<file path="src/hw/timer1_map.svh">
// Register offsets, field positions, reset values and vectors of the timer compare block.
// Assumes the I/O space is addressed by a 6-bit register number on the 8-bit data bus.
`ifndef TIMER1_MAP_SVH
`define TIMER1_MAP_SVH

`define IO_ADDR_W 6
`define DATA_W 8
`define WIDE_W 10
`define HIGH_W 2
`define FIELD_W 4
`define CHAN_N 3

`define OFS_DEAD_TIME 6'h24
`define OFS_IRQ_MASK 6'h39
`define OFS_IRQ_FLAGS 6'h38
`define OFS_COMPARE_D 6'h2B
`define OFS_TOP_VALUE 6'h2D
`define OFS_HIGH_LATCH 6'h2F

`define RST_BYTE 8'h00
`define RST_HIGH 2'h0
`define RST_WIDE 10'h000
`define RST_TOP 10'h0FF
`define RST_FIELD 4'h0
`define TOP_MIN 10'h003

`define BIT_D 7
`define BIT_A 6
`define BIT_B 5
`define BIT_OVF 2
`define FLAG_MASK 8'hE4

`define TRUE_HI 7
`define TRUE_LO 4
`define COMP_HI 3
`define COMP_LO 0

`define VEC_D 10'h010
`define VEC_A 10'h003
`define VEC_B 10'h009
`define VEC_OVF 10'h004

`endif

</file>
<file path="src/hw/timer1_pkg.sv">
// Types shared by the timer compare block and its dead-time stages.
// Assumes the counter core reports its counting mode with this enumeration.
package timer1_pkg;
    typedef enum logic [1:0] {
        MODE_NORMAL,
        MODE_FAST_PWM,
        MODE_PHASE_FREQ
    } pwm_mode_t;
    typedef logic [3:0] dead_count_t;
endpackage : timer1_pkg

</file>
<file path="src/hw/dead_time_if.sv">
// Carrier between the register block and one dead-time stage.
// Assumes both ends share sys_clk; the bundle carries no clock.
`timescale 1ns/1ps
interface dead_time_if;
    logic tick;
    logic raw;
    timer1_pkg::dead_count_t field_true;
    timer1_pkg::dead_count_t field_comp;
    logic out_true;
    logic out_comp;
    modport ctrl (output tick, output raw, output field_true, output field_comp, input out_true, input out_comp);
    modport stage (input tick, input raw, input field_true, input field_comp, output out_true, output out_comp);
endinterface : dead_time_if

</file>
<file path="src/hw/dead_time_gen.sv">
// One dead-time stage: turns a raw compare output into a complementary pair.
// Assumes tick is a one-cycle prescaled clock pulse on sys_clk.
`timescale 1ns/1ps
`include "timer1_map.svh"
module dead_time_gen (
    // Clock and reset
    input wire logic sys_clk,
    input wire logic reset,
    input wire logic clk_enable,
    // Carrier
    dead_time_if.stage dt
);
    import timer1_pkg::*;

    logic last_reg, last_next;
    dead_count_t count_reg, count_next;
    logic true_reg, true_next;
    logic comp_reg, comp_next;

    always_comb begin
        last_next = last_reg;
        count_next = count_reg;
        true_next = true_reg;
        comp_next = comp_reg;
        if (dt.raw != last_reg) begin
            // delay rising edges
            last_next = dt.raw;
            count_next = dt.raw ? dt.field_true : dt.field_comp;
            true_next = 1'b0;
            comp_next = 1'b0;
        end else if (count_reg == `RST_FIELD) begin
            true_next = last_reg;
            comp_next = ~last_reg;
        end else if (dt.tick) begin
            // count prescaled periods
            count_next = count_reg - 4'h1;
        end
    end

    always_ff @(posedge sys_clk or posedge reset) begin
        if (reset) begin
            last_reg <= 1'b0;
            count_reg <= `RST_FIELD;
            true_reg <= 1'b0;
            comp_reg <= 1'b0;
        end else if (clk_enable) begin
            last_reg <= last_next;
            count_reg <= count_next;
            true_reg <= true_next;
            comp_reg <= comp_next;
        end
    end

    assign dt.out_true = true_reg;
    assign dt.out_comp = comp_reg;
endmodule : dead_time_gen

</file>
<file path="src/hw/timer1_compare_irq_deadtime.sv">
// Channel D compare, timer interrupt mask and flags, top value and dead-time control.
// Assumes a counter core on sys_clk that reports count steps, TOP and BOTTOM events.
//
// What this block does
// Hold channel D compare, compare each count.
// Match only when counter counts onto value.
// Set D flag after synchronization delay.
// Ten-bit compare via two-step byte access.
// D enable plus global requests vector 0x010.
// A enable plus global requests vector 0x003.
// B enable plus global requests vector 0x009.
// Overflow enable plus global requests vector 0x004.
// D flag clears by vector or write-one.
// A flag clears by vector or write-one.
// B flag clears by vector or write-one.
// Normal/fast: overflow flag at TOP reload.
// Phase-frequency mode: overflow flag at BOTTOM.
// Overflow flag clears by vector or write-one.
// Dead-time register: upper true, lower complement.
// Dead-time counts zero to fifteen prescaled periods.
// Top match clears counter, minimum three.
// One shared two-bit high-byte latch.
// Delay rising edges, falling edges act at once.
// Writing zero leaves a flag unchanged.
`timescale 1ns/1ps
`include "timer1_map.svh"
module timer1_compare_irq_deadtime (
    // Clock and reset
    input wire logic sys_clk,
    input wire logic reset,
    input wire logic clk_enable,
    // Register port on the internal data bus
    input wire logic [`IO_ADDR_W-1:0] io_addr,
    input wire logic [`DATA_W-1:0] io_wdata,
    input wire logic io_write,
    input wire logic io_read,
    output logic [`DATA_W-1:0] io_rdata,
    // Counter core
    input wire logic [`WIDE_W-1:0] counter_value,
    input wire logic counter_counted,
    input wire logic top_reload,
    input wire logic bottom_reached,
    input wire timer1_pkg::pwm_mode_t pwm_mode,
    input wire logic match_event_a,
    input wire logic match_event_b,
    output logic top_match,
    output logic [`WIDE_W-1:0] top_value,
    output logic [`WIDE_W-1:0] compare_value_d,
    output logic match_pulse_d,
    // Interrupt controller
    input wire logic global_irq_enable,
    input wire logic irq_ack,
    input wire logic [`WIDE_W-1:0] irq_ack_vector,
    output logic irq_req_d,
    output logic irq_req_a,
    output logic irq_req_b,
    output logic irq_req_ovf,
    // Dead-time stages, channels A, B, D
    input wire logic prescale_tick,
    input wire logic [`CHAN_N-1:0] pwm_output,
    output logic [`CHAN_N-1:0] pwm_true,
    output logic [`CHAN_N-1:0] pwm_comp
);
    import timer1_pkg::*;

    // Register state.
    logic [`DATA_W-1:0] dead_time_value_reg, dead_time_value_next;
    logic [`DATA_W-1:0] timer_interrupt_mask_reg, timer_interrupt_mask_next;
    logic [`WIDE_W-1:0] compare_value_d_reg, compare_value_d_next;
    logic [`WIDE_W-1:0] top_value_reg, top_value_next;
    logic [`HIGH_W-1:0] high_bits_latch_reg, high_bits_latch_next;
    logic [`DATA_W-1:0] rdata_reg, rdata_next;
    logic [`WIDE_W-1:0] wide_wdata;

    // Event and flag state.
    logic [`DATA_W-1:0] timer_interrupt_flags_reg, timer_interrupt_flags_next;
    logic [`DATA_W-1:0] clear_pending_reg, clear_pending_next;
    logic match_stage_d_reg, match_stage_d_next;
    logic match_stage_a_reg, match_stage_a_next;
    logic match_stage_b_reg, match_stage_b_next;
    logic top_match_reg, top_match_next;
    logic req_d_reg, req_d_next;
    logic req_a_reg, req_a_next;
    logic req_b_reg, req_b_next;
    logic req_ovf_reg, req_ovf_next;
    logic [`DATA_W-1:0] flag_set;
    logic [`DATA_W-1:0] flag_clear;
    logic overflow_event;

    // shared high latch
    assign wide_wdata = {high_bits_latch_reg, io_wdata};

    always_comb begin
        dead_time_value_next = dead_time_value_reg;
        timer_interrupt_mask_next = timer_interrupt_mask_reg;
        compare_value_d_next = compare_value_d_reg;
        top_value_next = top_value_reg;
        high_bits_latch_next = high_bits_latch_reg;
        rdata_next = rdata_reg;
        clear_pending_next = `RST_BYTE;
        if (io_write) begin
            unique case (io_addr)
                // dead-time fields
                `OFS_DEAD_TIME: dead_time_value_next = io_wdata;
                `OFS_IRQ_MASK: timer_interrupt_mask_next = io_wdata;
                // zeros leave flags alone
                `OFS_IRQ_FLAGS: clear_pending_next = io_wdata & `FLAG_MASK;
                // low byte completes write
                `OFS_COMPARE_D: compare_value_d_next = wide_wdata;
                `OFS_TOP_VALUE: begin
                    // replace values below three
                    top_value_next = (wide_wdata < `TOP_MIN) ? `TOP_MIN : wide_wdata;
                end
                `OFS_HIGH_LATCH: high_bits_latch_next = io_wdata[`HIGH_W-1:0];
                default: begin
                end
            endcase
        end else if (io_read) begin
            unique case (io_addr)
                `OFS_DEAD_TIME: rdata_next = dead_time_value_reg;
                `OFS_IRQ_MASK: rdata_next = timer_interrupt_mask_reg;
                `OFS_IRQ_FLAGS: rdata_next = timer_interrupt_flags_reg;
                `OFS_COMPARE_D: begin
                    // low byte read loads latch
                    rdata_next = compare_value_d_reg[`DATA_W-1:0];
                    high_bits_latch_next = compare_value_d_reg[`WIDE_W-1:`DATA_W];
                end
                `OFS_TOP_VALUE: begin
                    rdata_next = top_value_reg[`DATA_W-1:0];
                    high_bits_latch_next = top_value_reg[`WIDE_W-1:`DATA_W];
                end
                `OFS_HIGH_LATCH: rdata_next = {6'h00, high_bits_latch_reg};
                default: rdata_next = `RST_BYTE;
            endcase
        end
    end

    always_ff @(posedge sys_clk or posedge reset) begin
        if (reset) begin
            dead_time_value_reg <= `RST_BYTE;
            timer_interrupt_mask_reg <= `RST_BYTE;
            compare_value_d_reg <= `RST_WIDE;
            top_value_reg <= `RST_TOP;
            high_bits_latch_reg <= `RST_HIGH;
            rdata_reg <= `RST_BYTE;
            clear_pending_reg <= `RST_BYTE;
        end else if (clk_enable) begin
            dead_time_value_reg <= dead_time_value_next;
            timer_interrupt_mask_reg <= timer_interrupt_mask_next;
            compare_value_d_reg <= compare_value_d_next;
            top_value_reg <= top_value_next;
            high_bits_latch_reg <= high_bits_latch_next;
            rdata_reg <= rdata_next;
            clear_pending_reg <= clear_pending_next;
        end
    end

    // overflow at TOP reload
    // overflow at BOTTOM instead
    assign overflow_event = (pwm_mode == MODE_PHASE_FREQ) ? bottom_reached : top_reload;

    always_comb begin
        // compare each counted step
        // only a count step can match
        match_stage_d_next = counter_counted && (counter_value == compare_value_d_reg);
        match_stage_a_next = match_event_a;
        match_stage_b_next = match_event_b;
        // top match clears counter
        top_match_next = counter_counted && (counter_value == top_value_reg);
        flag_set = `RST_BYTE;
        // flag one stage after match
        flag_set[`BIT_D] = match_stage_d_reg;
        flag_set[`BIT_A] = match_stage_a_reg;
        flag_set[`BIT_B] = match_stage_b_reg;
        flag_set[`BIT_OVF] = overflow_event;
        // D clears by vector or write
        // A clears by vector or write
        // B clears by vector or write
        // overflow clears by vector or write
        flag_clear = clear_pending_reg;
        flag_clear[`BIT_D] = clear_pending_reg[`BIT_D] | (irq_ack && irq_ack_vector == `VEC_D);
        flag_clear[`BIT_A] = clear_pending_reg[`BIT_A] | (irq_ack && irq_ack_vector == `VEC_A);
        flag_clear[`BIT_B] = clear_pending_reg[`BIT_B] | (irq_ack && irq_ack_vector == `VEC_B);
        flag_clear[`BIT_OVF] = clear_pending_reg[`BIT_OVF] | (irq_ack && irq_ack_vector == `VEC_OVF);
        // A new event beats a clear in the same cycle, so no match is lost.
        timer_interrupt_flags_next = ((timer_interrupt_flags_reg & ~flag_clear) | flag_set) & `FLAG_MASK;
        // channel D request
        req_d_next = global_irq_enable && timer_interrupt_mask_reg[`BIT_D] && timer_interrupt_flags_next[`BIT_D];
        // channel A request
        req_a_next = global_irq_enable && timer_interrupt_mask_reg[`BIT_A] && timer_interrupt_flags_next[`BIT_A];
        // channel B request
        req_b_next = global_irq_enable && timer_interrupt_mask_reg[`BIT_B] && timer_interrupt_flags_next[`BIT_B];
        // overflow request
        req_ovf_next = global_irq_enable && timer_interrupt_mask_reg[`BIT_OVF]
            && timer_interrupt_flags_next[`BIT_OVF];
    end

    always_ff @(posedge sys_clk or posedge reset) begin
        if (reset) begin
            timer_interrupt_flags_reg <= `RST_BYTE;
            match_stage_d_reg <= 1'b0;
            match_stage_a_reg <= 1'b0;
            match_stage_b_reg <= 1'b0;
            top_match_reg <= 1'b0;
            req_d_reg <= 1'b0;
            req_a_reg <= 1'b0;
            req_b_reg <= 1'b0;
            req_ovf_reg <= 1'b0;
        end else if (clk_enable) begin
            timer_interrupt_flags_reg <= timer_interrupt_flags_next;
            match_stage_d_reg <= match_stage_d_next;
            match_stage_a_reg <= match_stage_a_next;
            match_stage_b_reg <= match_stage_b_next;
            top_match_reg <= top_match_next;
            req_d_reg <= req_d_next;
            req_a_reg <= req_a_next;
            req_b_reg <= req_b_next;
            req_ovf_reg <= req_ovf_next;
        end
    end

    // One dead-time value serves all channels, so the pairs cannot be tuned apart.
    genvar ch;
    generate
        for (ch = 0; ch < `CHAN_N; ch++) begin : g_dead
            dead_time_if dt_bus ();
            assign dt_bus.tick = prescale_tick;
            assign dt_bus.raw = pwm_output[ch];
            // upper true, lower complement
            assign dt_bus.field_true = dead_time_value_reg[`TRUE_HI:`TRUE_LO];
            assign dt_bus.field_comp = dead_time_value_reg[`COMP_HI:`COMP_LO];
            dead_time_gen u_dead (
                .sys_clk(sys_clk),
                .reset(reset),
                .clk_enable(clk_enable),
                .dt(dt_bus.stage)
            );
            assign pwm_true[ch] = dt_bus.out_true;
            assign pwm_comp[ch] = dt_bus.out_comp;
        end
    endgenerate

    assign io_rdata = rdata_reg;
    assign top_match = top_match_reg;
    assign top_value = top_value_reg;
    assign compare_value_d = compare_value_d_reg;
    assign match_pulse_d = match_stage_d_reg;
    assign irq_req_d = req_d_reg;
    assign irq_req_a = req_a_reg;
    assign irq_req_b = req_b_reg;
    assign irq_req_ovf = req_ovf_reg;
endmodule : timer1_compare_irq_deadtime

</file>
<file path="config.mk">
export PLATFORM = sky130hd
export DESIGN_NAME = timer1_compare_irq_deadtime
export DESIGN_NICKNAME = d
export VERILOG_FILES = /design/src/hw/timer1_pkg.sv /design/src/hw/dead_time_if.sv /design/src/hw/dead_time_gen.sv /design/src/hw/timer1_compare_irq_deadtime.sv
export VERILOG_INCLUDE_DIRS = /design/src /design/src/hw
export SDC_FILE = /design/constraint.sdc
export NUM_CORES = 1
export LEC_CHECK = 0
export BUFFER_PORTS_ARGS = -buffer_cell sky130_fd_sc_hd__buf_2
export CAP_MARGIN = 20
export CORE_AREA = 2 2 113 115
export CTS_CLUSTER_DIAMETER = 200
export DETAILED_ROUTE_END_ITERATION = 7
export DIE_AREA = 0 0 115 117
export GPL_ROUTABILITY_DRIVEN = 0
export HOLD_SLACK_MARGIN = 0.08
export PLACE_DENSITY = 0.66
export SETUP_SLACK_MARGIN = 0.3
export SLEW_MARGIN = 5
export SYNTH_ARGS = -nofsm -noshare
export SYNTH_HDL_FRONTEND = slang
export SYNTH_SLANG_ARGS = --single-unit
</file>
<file path="constraint.sdc">
create_clock -name sys_clk -period 2.77 [get_ports sys_clk]
set_input_delay 0.1385 -clock sys_clk [delete_from_list [all_inputs] [get_ports sys_clk]]
set_output_delay 0.1385 -clock sys_clk [all_outputs]
set_load 0.1 [all_outputs]
</file>
==> out/metrics.yaml, run 1 <==
outcome:
  status: "finished, final reports clean"
final_layout:
  fin_nets: 596
  drive_above_1_share_pct: 34.1
  fillers: 1189
  multi_input_area_sq_um: 2430
  ff_latch_area_sq_um: 2090
  final_common_cell: "buf_2"
  syn_to_final_growth_pct: 17.4
  largest_reg_flops: 12
  n_antenna_cell: 0
  final_cell_mix: "buf_2 (91), dfrtp_1 (75), mux2_2 (57), nand3_1 (36), nand2_1 (19)"
worst_hold_path:
  min_from: "io_wdata[5]"
  min_path_type: "in -> reg"
sta:
  tightestPinTransition_ns: 0.675
  hold_violations: 0
  fin_crit_ns: 2.07
  skew_ns: 0.00659
  slew_violations: 0
  max_slew_margin_pct: 54.9
  fmax_mhz: 483
  rsz0062_at_grt: "no"
  fin_crit_sh_pct: 74.8
  setup_tns_ns: 0
  setup_viol: 0
cts:
  cts_resized: 0
  cts_buffer_depth: 2
  clk_latency_ns: 0.34
  cts_tree: "done"
  htree_num_levels: 3
  hold_buffers: 3
  cts.sink_count: 83
  clk_pin_slew_worst_paths_ns: 0.06
  cts_made_buffers: 9
  post_cts_buffers: 0
  cts-root-buf: "clkbuf_16"
global_route:
  antenna_found_initial: 0
  grt_pass1_wl_mm: 19.8
  grt_overflow_total: 0
  grt_pass1_vias: 3743
  grt_max_degree: 84
  grt.total_usage_pct: 19.0
synth:
  yosys-top-cells-area: "dfrtp_1 (39%), mux2_2 (13%), dfstp_2 (4.4%)"
  synth_cell_types: 53
  postSynthAreaPerCell_sq_um: 10.6
  yosysSeqAreaShare_pct: 43.8
  netlist_area_sq_um: 4760
  synth_fp_nets: 514
  synth.top_cell.area_share_pct: 39.4
  ys_seq_elements: 83
  yosys.area.top_type: "dfrtp_1"
  ys_async_sr_fraction_pct: 100
  netlist_instances: 450
  ys_warn_count: 0
  synth_ff_type: "dfrtp_1"
  synth_edf_count: 0
setup_path:
  crit_required_ns: 2.99
  path_cells: "inv_1, ha_1, or3b_2, a21oi_1, nand2b_1, mux2_2"
  cp_max_fo: 4
  r2r_start: "g_dead[0].u_dead.count_reg[0]$_DFFE_PP0P_"
  slowest_delay_ns: 0.46
  arrival_ns: 2.29
  crit_path_top_delay_cell: "or3b_2"
  end_kind: "register"
  crit_buf_inv: 1
  startpoint: "g_dead[0].u_dead.count_reg[0]$_DFFE_PP0P_"
  worstSetupPathType: "reg -> reg"
  start_kind: "register"
  critical_path.top_delay_family: "simple AND/OR/NAND/NOR gates"
pwr:
  vdd_ir_drop_max_mv: 0.359
  leakagePower_nw: 2.61
  power_w: 0.00416
  cellPowerDensity_nw_per_um2: 745
flow_run:
  max_cap_viol_count: 0
die:
  ios: 92
  rows: 41
  die-width_um: 115
  initial_core_util_pct: 38.7
  design.core.area_sq_um: 12300
  dieHeight_um: 117
  die_area_sq_um: 13500
routing:
  ant_nets: 0
  vias: 3774
  drt_iter0_markers: 245
  drtPass1Iterations: 4
  routed_wl_mm: 12.2
  wl_per_cell_um: 17.8
  drc: 0
  avgViaCountPerCell: 5.49
placed_design:
  dp_hpwl_mm: 8.92
  port_buffers: 91
through the flow:
| step | util (%) | cells | hold slack [ns] | worst slack [ns] | area, sq um |
|---|---|---|---|---|---|
| 2_1_floorplan | - | 450 | 0.258 | 0.508 | 4760 |
| 3_3_place_gp | 43.1 | 668 | 0.269 | 0.864 | 5300 |
| 3_5_place_dp | 43.1 | 668 | 0.274 | 0.729 | 5300 |
| 4_1_cts | 45.4 | 687 | 0.0934 | 0.716 | 5590 |
| 5_1_grt | 45.4 | 687 | 0.119 | 0.589 | 5590 |
| 6_report | 45.4 | 687 | 0.103 | 0.699 | 5590 |
power breakdown:
part	total [W]	internal, W	switching, W
clock network	0.00105	0.000608	0.000445
logic	0.00152	0.000491	0.00103
registers	0.00159	0.00142	0.000172
final cells by class:
class                   instances  share of cell area [%]
multi-input cells             318                    43.6
flip-flops and latches         83                    37.4
repair buffers                101                    9.86
inverters                      19                    1.30
well taps                     150                    3.36
clock buffers                  15                    4.44
clock inverters                 1                  0.0896
cell usage after synthesis, drive strengths merged (3+ instances only):
cell and instances:
or3b 3, a21o 6, nand3 36, nor4 7
a31oi 3, xnor2 12, inv 18, o2bb2ai 10
o21ai 18, and2 6, a211o 3, nand4 12
dfrtp 75, mux2i 5, buf 18, clkbuf 12
dfstp 8, nor2b 16, nand4b 3, mux2 57
nand2b 8, nor3 6, o31ai 5, nor2 15
nand2 19, xor2 8, a21oi 14, nor4b 4
ha 12, a41oi 7
tightest hold or removal path, delay by kind of cell:
kind | cells | cell delay, ns
buffers and inverters | 1 | 0.14
and+or+nand+nor | 1 | 0.07
AOI/OAI and AO/OA | 1 | 0.05
layer usage:
metal | track usage [%] | routed length (um) | vias to the layer above | part of all wire (%)
met5 | 0 | 0 | - | 0
met4 | 4.50 | 125 | 0 | 1.0
met3 | 4.58 | 658 | 14 | 5.4
met2 | 29.7 | 5720 | 124 | 47
met1 | 26.8 | 5720 | 1842 | 47
li1 | - | - | 1794 | -
path summary, 6_finish.rpt:
check                           slack, ns  cells after the start                                   endpoint
worst max-delay path                 0.70                      6  g_dead[0].u_dead.count_reg[1]$_DFFE_PP0P_
worst min-delay path                 0.10                      3           clear_pending_reg[5]$_DFFE_PP0P_
worst max register to register       0.70                      6  g_dead[0].u_dead.count_reg[1]$_DFFE_PP0P_
worst min register to register       0.48                      1                    io_rdata[4]$_DFFE_PP0P_
max in group asynchronous            1.96                      4   g_dead[1].u_dead.dt.out_comp$_DFFE_PP0P_
min in group asynchronous            0.44                      4   timer_interrupt_flags_reg[2]$_DFFE_PP0P_
cells by family (layout without fill, tap and decap cells):
logic type | Yosys count | count (layout) | synth area share, %
buffers and inverters | 49 | 136 | 4.99
AND/OR/NAND/NOR | 142 | 142 | 17.8
flip-flops | 83 | 83 | 43.8
adder cells (fa/ha/maj) | 12 | 12 | 3.15
XOR/XNOR | 20 | 20 | 3.68
AO/OA/AOI/OAI | 82 | 82 | 12.0
multiplexers | 62 | 62 | 14.5
Note: power is estimated with default switching activity, not from simulation.
==> run 2: changes to the inputs <==
==> constraint.sdc (replaced) <==
create_clock -name sys_clk -period 2.15 [get_ports sys_clk]
set_input_delay 0.1075 -clock sys_clk [delete_from_list [all_inputs] [get_ports sys_clk]]
set_output_delay 0.1075 -clock sys_clk [all_outputs]
set_load 0.1 [all_outputs]
==> run 2 against run 1 <==
Compared with the run above:
- clock power rose by 73%
- worst hold slack got worse by 0.0053 ns
- first-iteration DRC count fell by 14%
- die area did not move
- cell count rose by 2.2%
- register-to-register slack got worse by 0.34 ns
- critical path type unchanged
- critical endpoint unchanged
- largest cell class unchanged
==> out/metrics.yaml, run 2 (synthesis results as in run 1) <==
final_layout:
  final_common_cell: "buf_2"
  final_cell_mix: "buf_2 (91), dfrtp_1 (75), mux2_2 (57), nand3_1 (36), nand2_1 (19)"
  largest_reg_flops: 12  # unchanged
  syn_to_final_growth_pct: 23.3
  finalInstanceArea_sq_um: 5870  # +5.1%
  drive_above_1_share_pct: 37.9  # +3.8 points
  fin_nets: 611  # +2.5%
  n_antenna_cell: 0  # unchanged
sta:
  slew_violations: 0  # unchanged
  fin_crit_sh_pct: 83.2  # +8.5 points
  hold_violations: 0  # unchanged
  setup_slack_ns: 0.360  # -0.339 ns
  skew_ns: 0.00944  # +0.00285 ns
  setup_viol: 0  # unchanged
  setup_tns_ns: 0  # unchanged
  fmax_mhz: 559  # +16%
  tightestPinTransition_ns: 0.588  # -0.0866 ns
  rsz0062_at_grt: "no"
  fin_crit_ns: 1.79  # -0.281 ns
  max_slew_margin_pct: 60.4  # +5.5 points
worst_hold_path:
  min_path_type: "in -> reg"
  holdPathEnd: "match_pulse_d$_DFFE_PP0P_"
  min_from: "counter_value[9]"
  whs_path_depth: 4  # +1
cts:
  htree_num_levels: 3  # unchanged
  cts-root-buf: "clkbuf_16"
  cts_made_buffers: 9  # unchanged
  cts_tree: "done"
  cts_buffer_depth: 2  # unchanged
  cts.sink_count: 83  # unchanged
  clk_pin_slew_worst_paths_ns: 0.07  # about the same
  clk_latency_ns: 0.35  # about the same
routing:
  wl_per_cell_um: 17.8  # +0.23%
  drc: 0  # unchanged
  avgViaCountPerCell: 5.54  # +0.85%
  routed_wl_mm: 12.5  # +2.4%
  drt_iter0_markers: 210  # -14%
  vias: 3889  # +3.0%
  drtPass1Iterations: 4  # unchanged
  ant_nets: 0  # unchanged
setup_path:
  ff2ff_setup_slack_ns: 0.36  # -0.34 ns
  cp_max_fo: 3  # -1
  worstSetupPathType: "reg -> reg"
  end_kind: "register"
  r2r_start: "g_dead[0].u_dead.count_reg[1]$_DFFE_PP0P_"
  start_kind: "register"
  slowest_delay_ns: 0.40  # -0.06 ns
  crit_buf_inv: 1  # unchanged
  cp.depth: 6  # unchanged
  crit_required_ns: 2.38  # -0.61 ns
  reg2reg_depth: 6  # unchanged
  crit_path_top_delay_cell: "or3b_4"
  path_cells: "inv_1, ha_2, or3b_4, a21oi_4, nand2b_4, mux2_2"
  critical_path.top_delay_family: "simple AND/OR/NAND/NOR gates"
  worstReg2RegEnd: "g_dead[0].u_dead.count_reg[1]$_DFFE_PP0P_"
  arrival_ns: 2.02  # -0.27 ns
global_route:
  grt_overflow_total: 0  # unchanged
  met3_usage_pct: 4.63  # +0.051 points
  grt_max_degree: 39  # -54%
  grt_util_met2_pct: 32.2  # +2.5 points
  antenna_found_initial: 0  # unchanged
  grt_pass1_wl_mm: 19.9  # +0.73%
  grt.total_usage_pct: 19.5  # +0.47 points
  grt_pass1_vias: 3817  # +2.0%
  gr-usage-met1_pct: 25.5  # -1.4 points
  grt-busiest-layer: "met2"
flow_run:
  max_cap_viol_count: 0  # unchanged
pwr:
  switching_power_w: 0.00227  # +38%
  p_int_w: 0.00376  # +50%
  clockPowerShare_pct: 30.2  # +4.9 points
  pwr-share-seq_pct: 33.8  # -4.4 points
  leakagePower_nw: 2.74  # +4.7%
  p_sw_share_pct: 37.6  # -2.0 points
  vdd_ir_drop_max_mv: 0.476  # +32%
  power.share.combinational_pct: 36.0  # -0.5 points
  cellPowerDensity_nw_per_um2: 1030  # +38%
die:
  rows: 41  # unchanged
  die-width_um: 115  # unchanged
  ios: 92  # unchanged
  die_area_sq_um: 13500  # unchanged
  dieHeight_um: 117  # unchanged
  design.core.area_sq_um: 12300  # unchanged
  initial_core_util_pct: 38.7  # unchanged
placed_design:
  dp_hpwl_mm: 9.19  # +3.0%
  dpl_cell_area_sq_um: 5340  # +0.75%
  pre_cts_ws_ns: 0.168  # -0.561 ns
  port_buffers: 91  # unchanged
outcome:
  status: "finished, final reports clean"
run 2: cell count changes in the layout (fill, tap and decap cells not counted), moves of 3 or more:
| cell | before | now |
|---|---|---|
| a21oi_1 | 14 | 11 |
| buf_4 | 6 | 15 |
| bufinv_16 | 0 | 3 |
| clkbuf_1 | 6 | 0 |
| dlygate4sd3_1 | 3 | 9 |
| ha_1 | 12 | 9 |
| inv_1 | 17 | 14 |
| inv_2 | 0 | 3 |
run 2: area by class of cell:
class	count	area (sq um)
inverters	19	75.1
well taps	150	188
flip-flops and latches	83	2090
clock inverters	6	111
clock buffers	10	239
multi-input cells	318	2490
fillers	1132	6440
repair buffers	116	678
run 2: per-layer routing:
| metal | vias up | share of wire (%) |
|---|---|---|
| met5 | - | 0 |
| met4 | 0 | 1.4 |
| met3 | 11 | 6.4 |
| met2 | 125 | 48 |
| met1 | 1920 | 44 |
| li1 | 1833 | - |
run 2: through the flow:
| step | total power, W | hold slack (ns) | instances | util [%] |
|---|---|---|---|---|
| global route | 0.00634 | 0.0913 | 702 | 47.7 |
| global placement | 0.00397 | 0.150 | 672 | 43.4 |
| CTS | 0.00599 | 0.0904 | 701 | 47.4 |
| finish | 0.00603 | 0.0980 | 702 | 47.7 |
| detailed placement | 0.00406 | 0.160 | 672 | 43.4 |
| floorplan | 0.00369 | 0.227 | 450 | - |
run 2: power groups by stage:
stage / sequential [W] / clock [W] / combinational [W]
3_3_place_gp: 0.00205 / 0 / 0.00191
6_report: 0.00204 / 0.00182 / 0.00217
3_5_place_dp: 0.00207 / 0 / 0.00199
4_1_cts: 0.00204 / 0.00185 / 0.00210
2_1_floorplan: 0.00227 / 0 / 0.00142
5_1_grt: 0.00208 / 0.00192 / 0.00234
run 2: how the worst max path moves through the flow:
| stage | to | start |
|---|---|---|
| 2_1_floorplan | g_dead[1].u_dead.count_reg[1]$_DFFE_PP0P_ | g_dead[1].u_dead.count_reg[0]$_DFFE_PP0P_ |
| 3_3_place_gp | g_dead[1].u_dead.count_reg[1]$_DFFE_PP0P_ | g_dead[1].u_dead.count_reg[0]$_DFFE_PP0P_ |
| 3_5_place_dp | g_dead[1].u_dead.count_reg[1]$_DFFE_PP0P_ | g_dead[1].u_dead.count_reg[0]$_DFFE_PP0P_ |
| 4_1_cts | g_dead[2].u_dead.count_reg[0]$_DFFE_PP0P_ | g_dead[2].u_dead.count_reg[0]$_DFFE_PP0P_ |
| 5_1_grt | g_dead[2].u_dead.count_reg[0]$_DFFE_PP0P_ | g_dead[2].u_dead.count_reg[0]$_DFFE_PP0P_ |
| 6_report | g_dead[0].u_dead.count_reg[1]$_DFFE_PP0P_ | g_dead[0].u_dead.count_reg[1]$_DFFE_PP0P_ |
run 2: timing repair:
item / CTS / global route
endpoints found under the setup margin: 2 / 6
gates resized for setup: 4 / 9
cloned: 0 / 0
pin swaps: 2 / 1
buffers inserted: 4 / 1
hold buffers: 9 / 0
hold endpoints to repair: 23 / 0
run 2: worst min-delay path, cell delays in order:
cell and delay, ns:
buf_2 0.10, xnor2_1 0.06, nand4_1 0.08, o2bb2ai_1 0.06
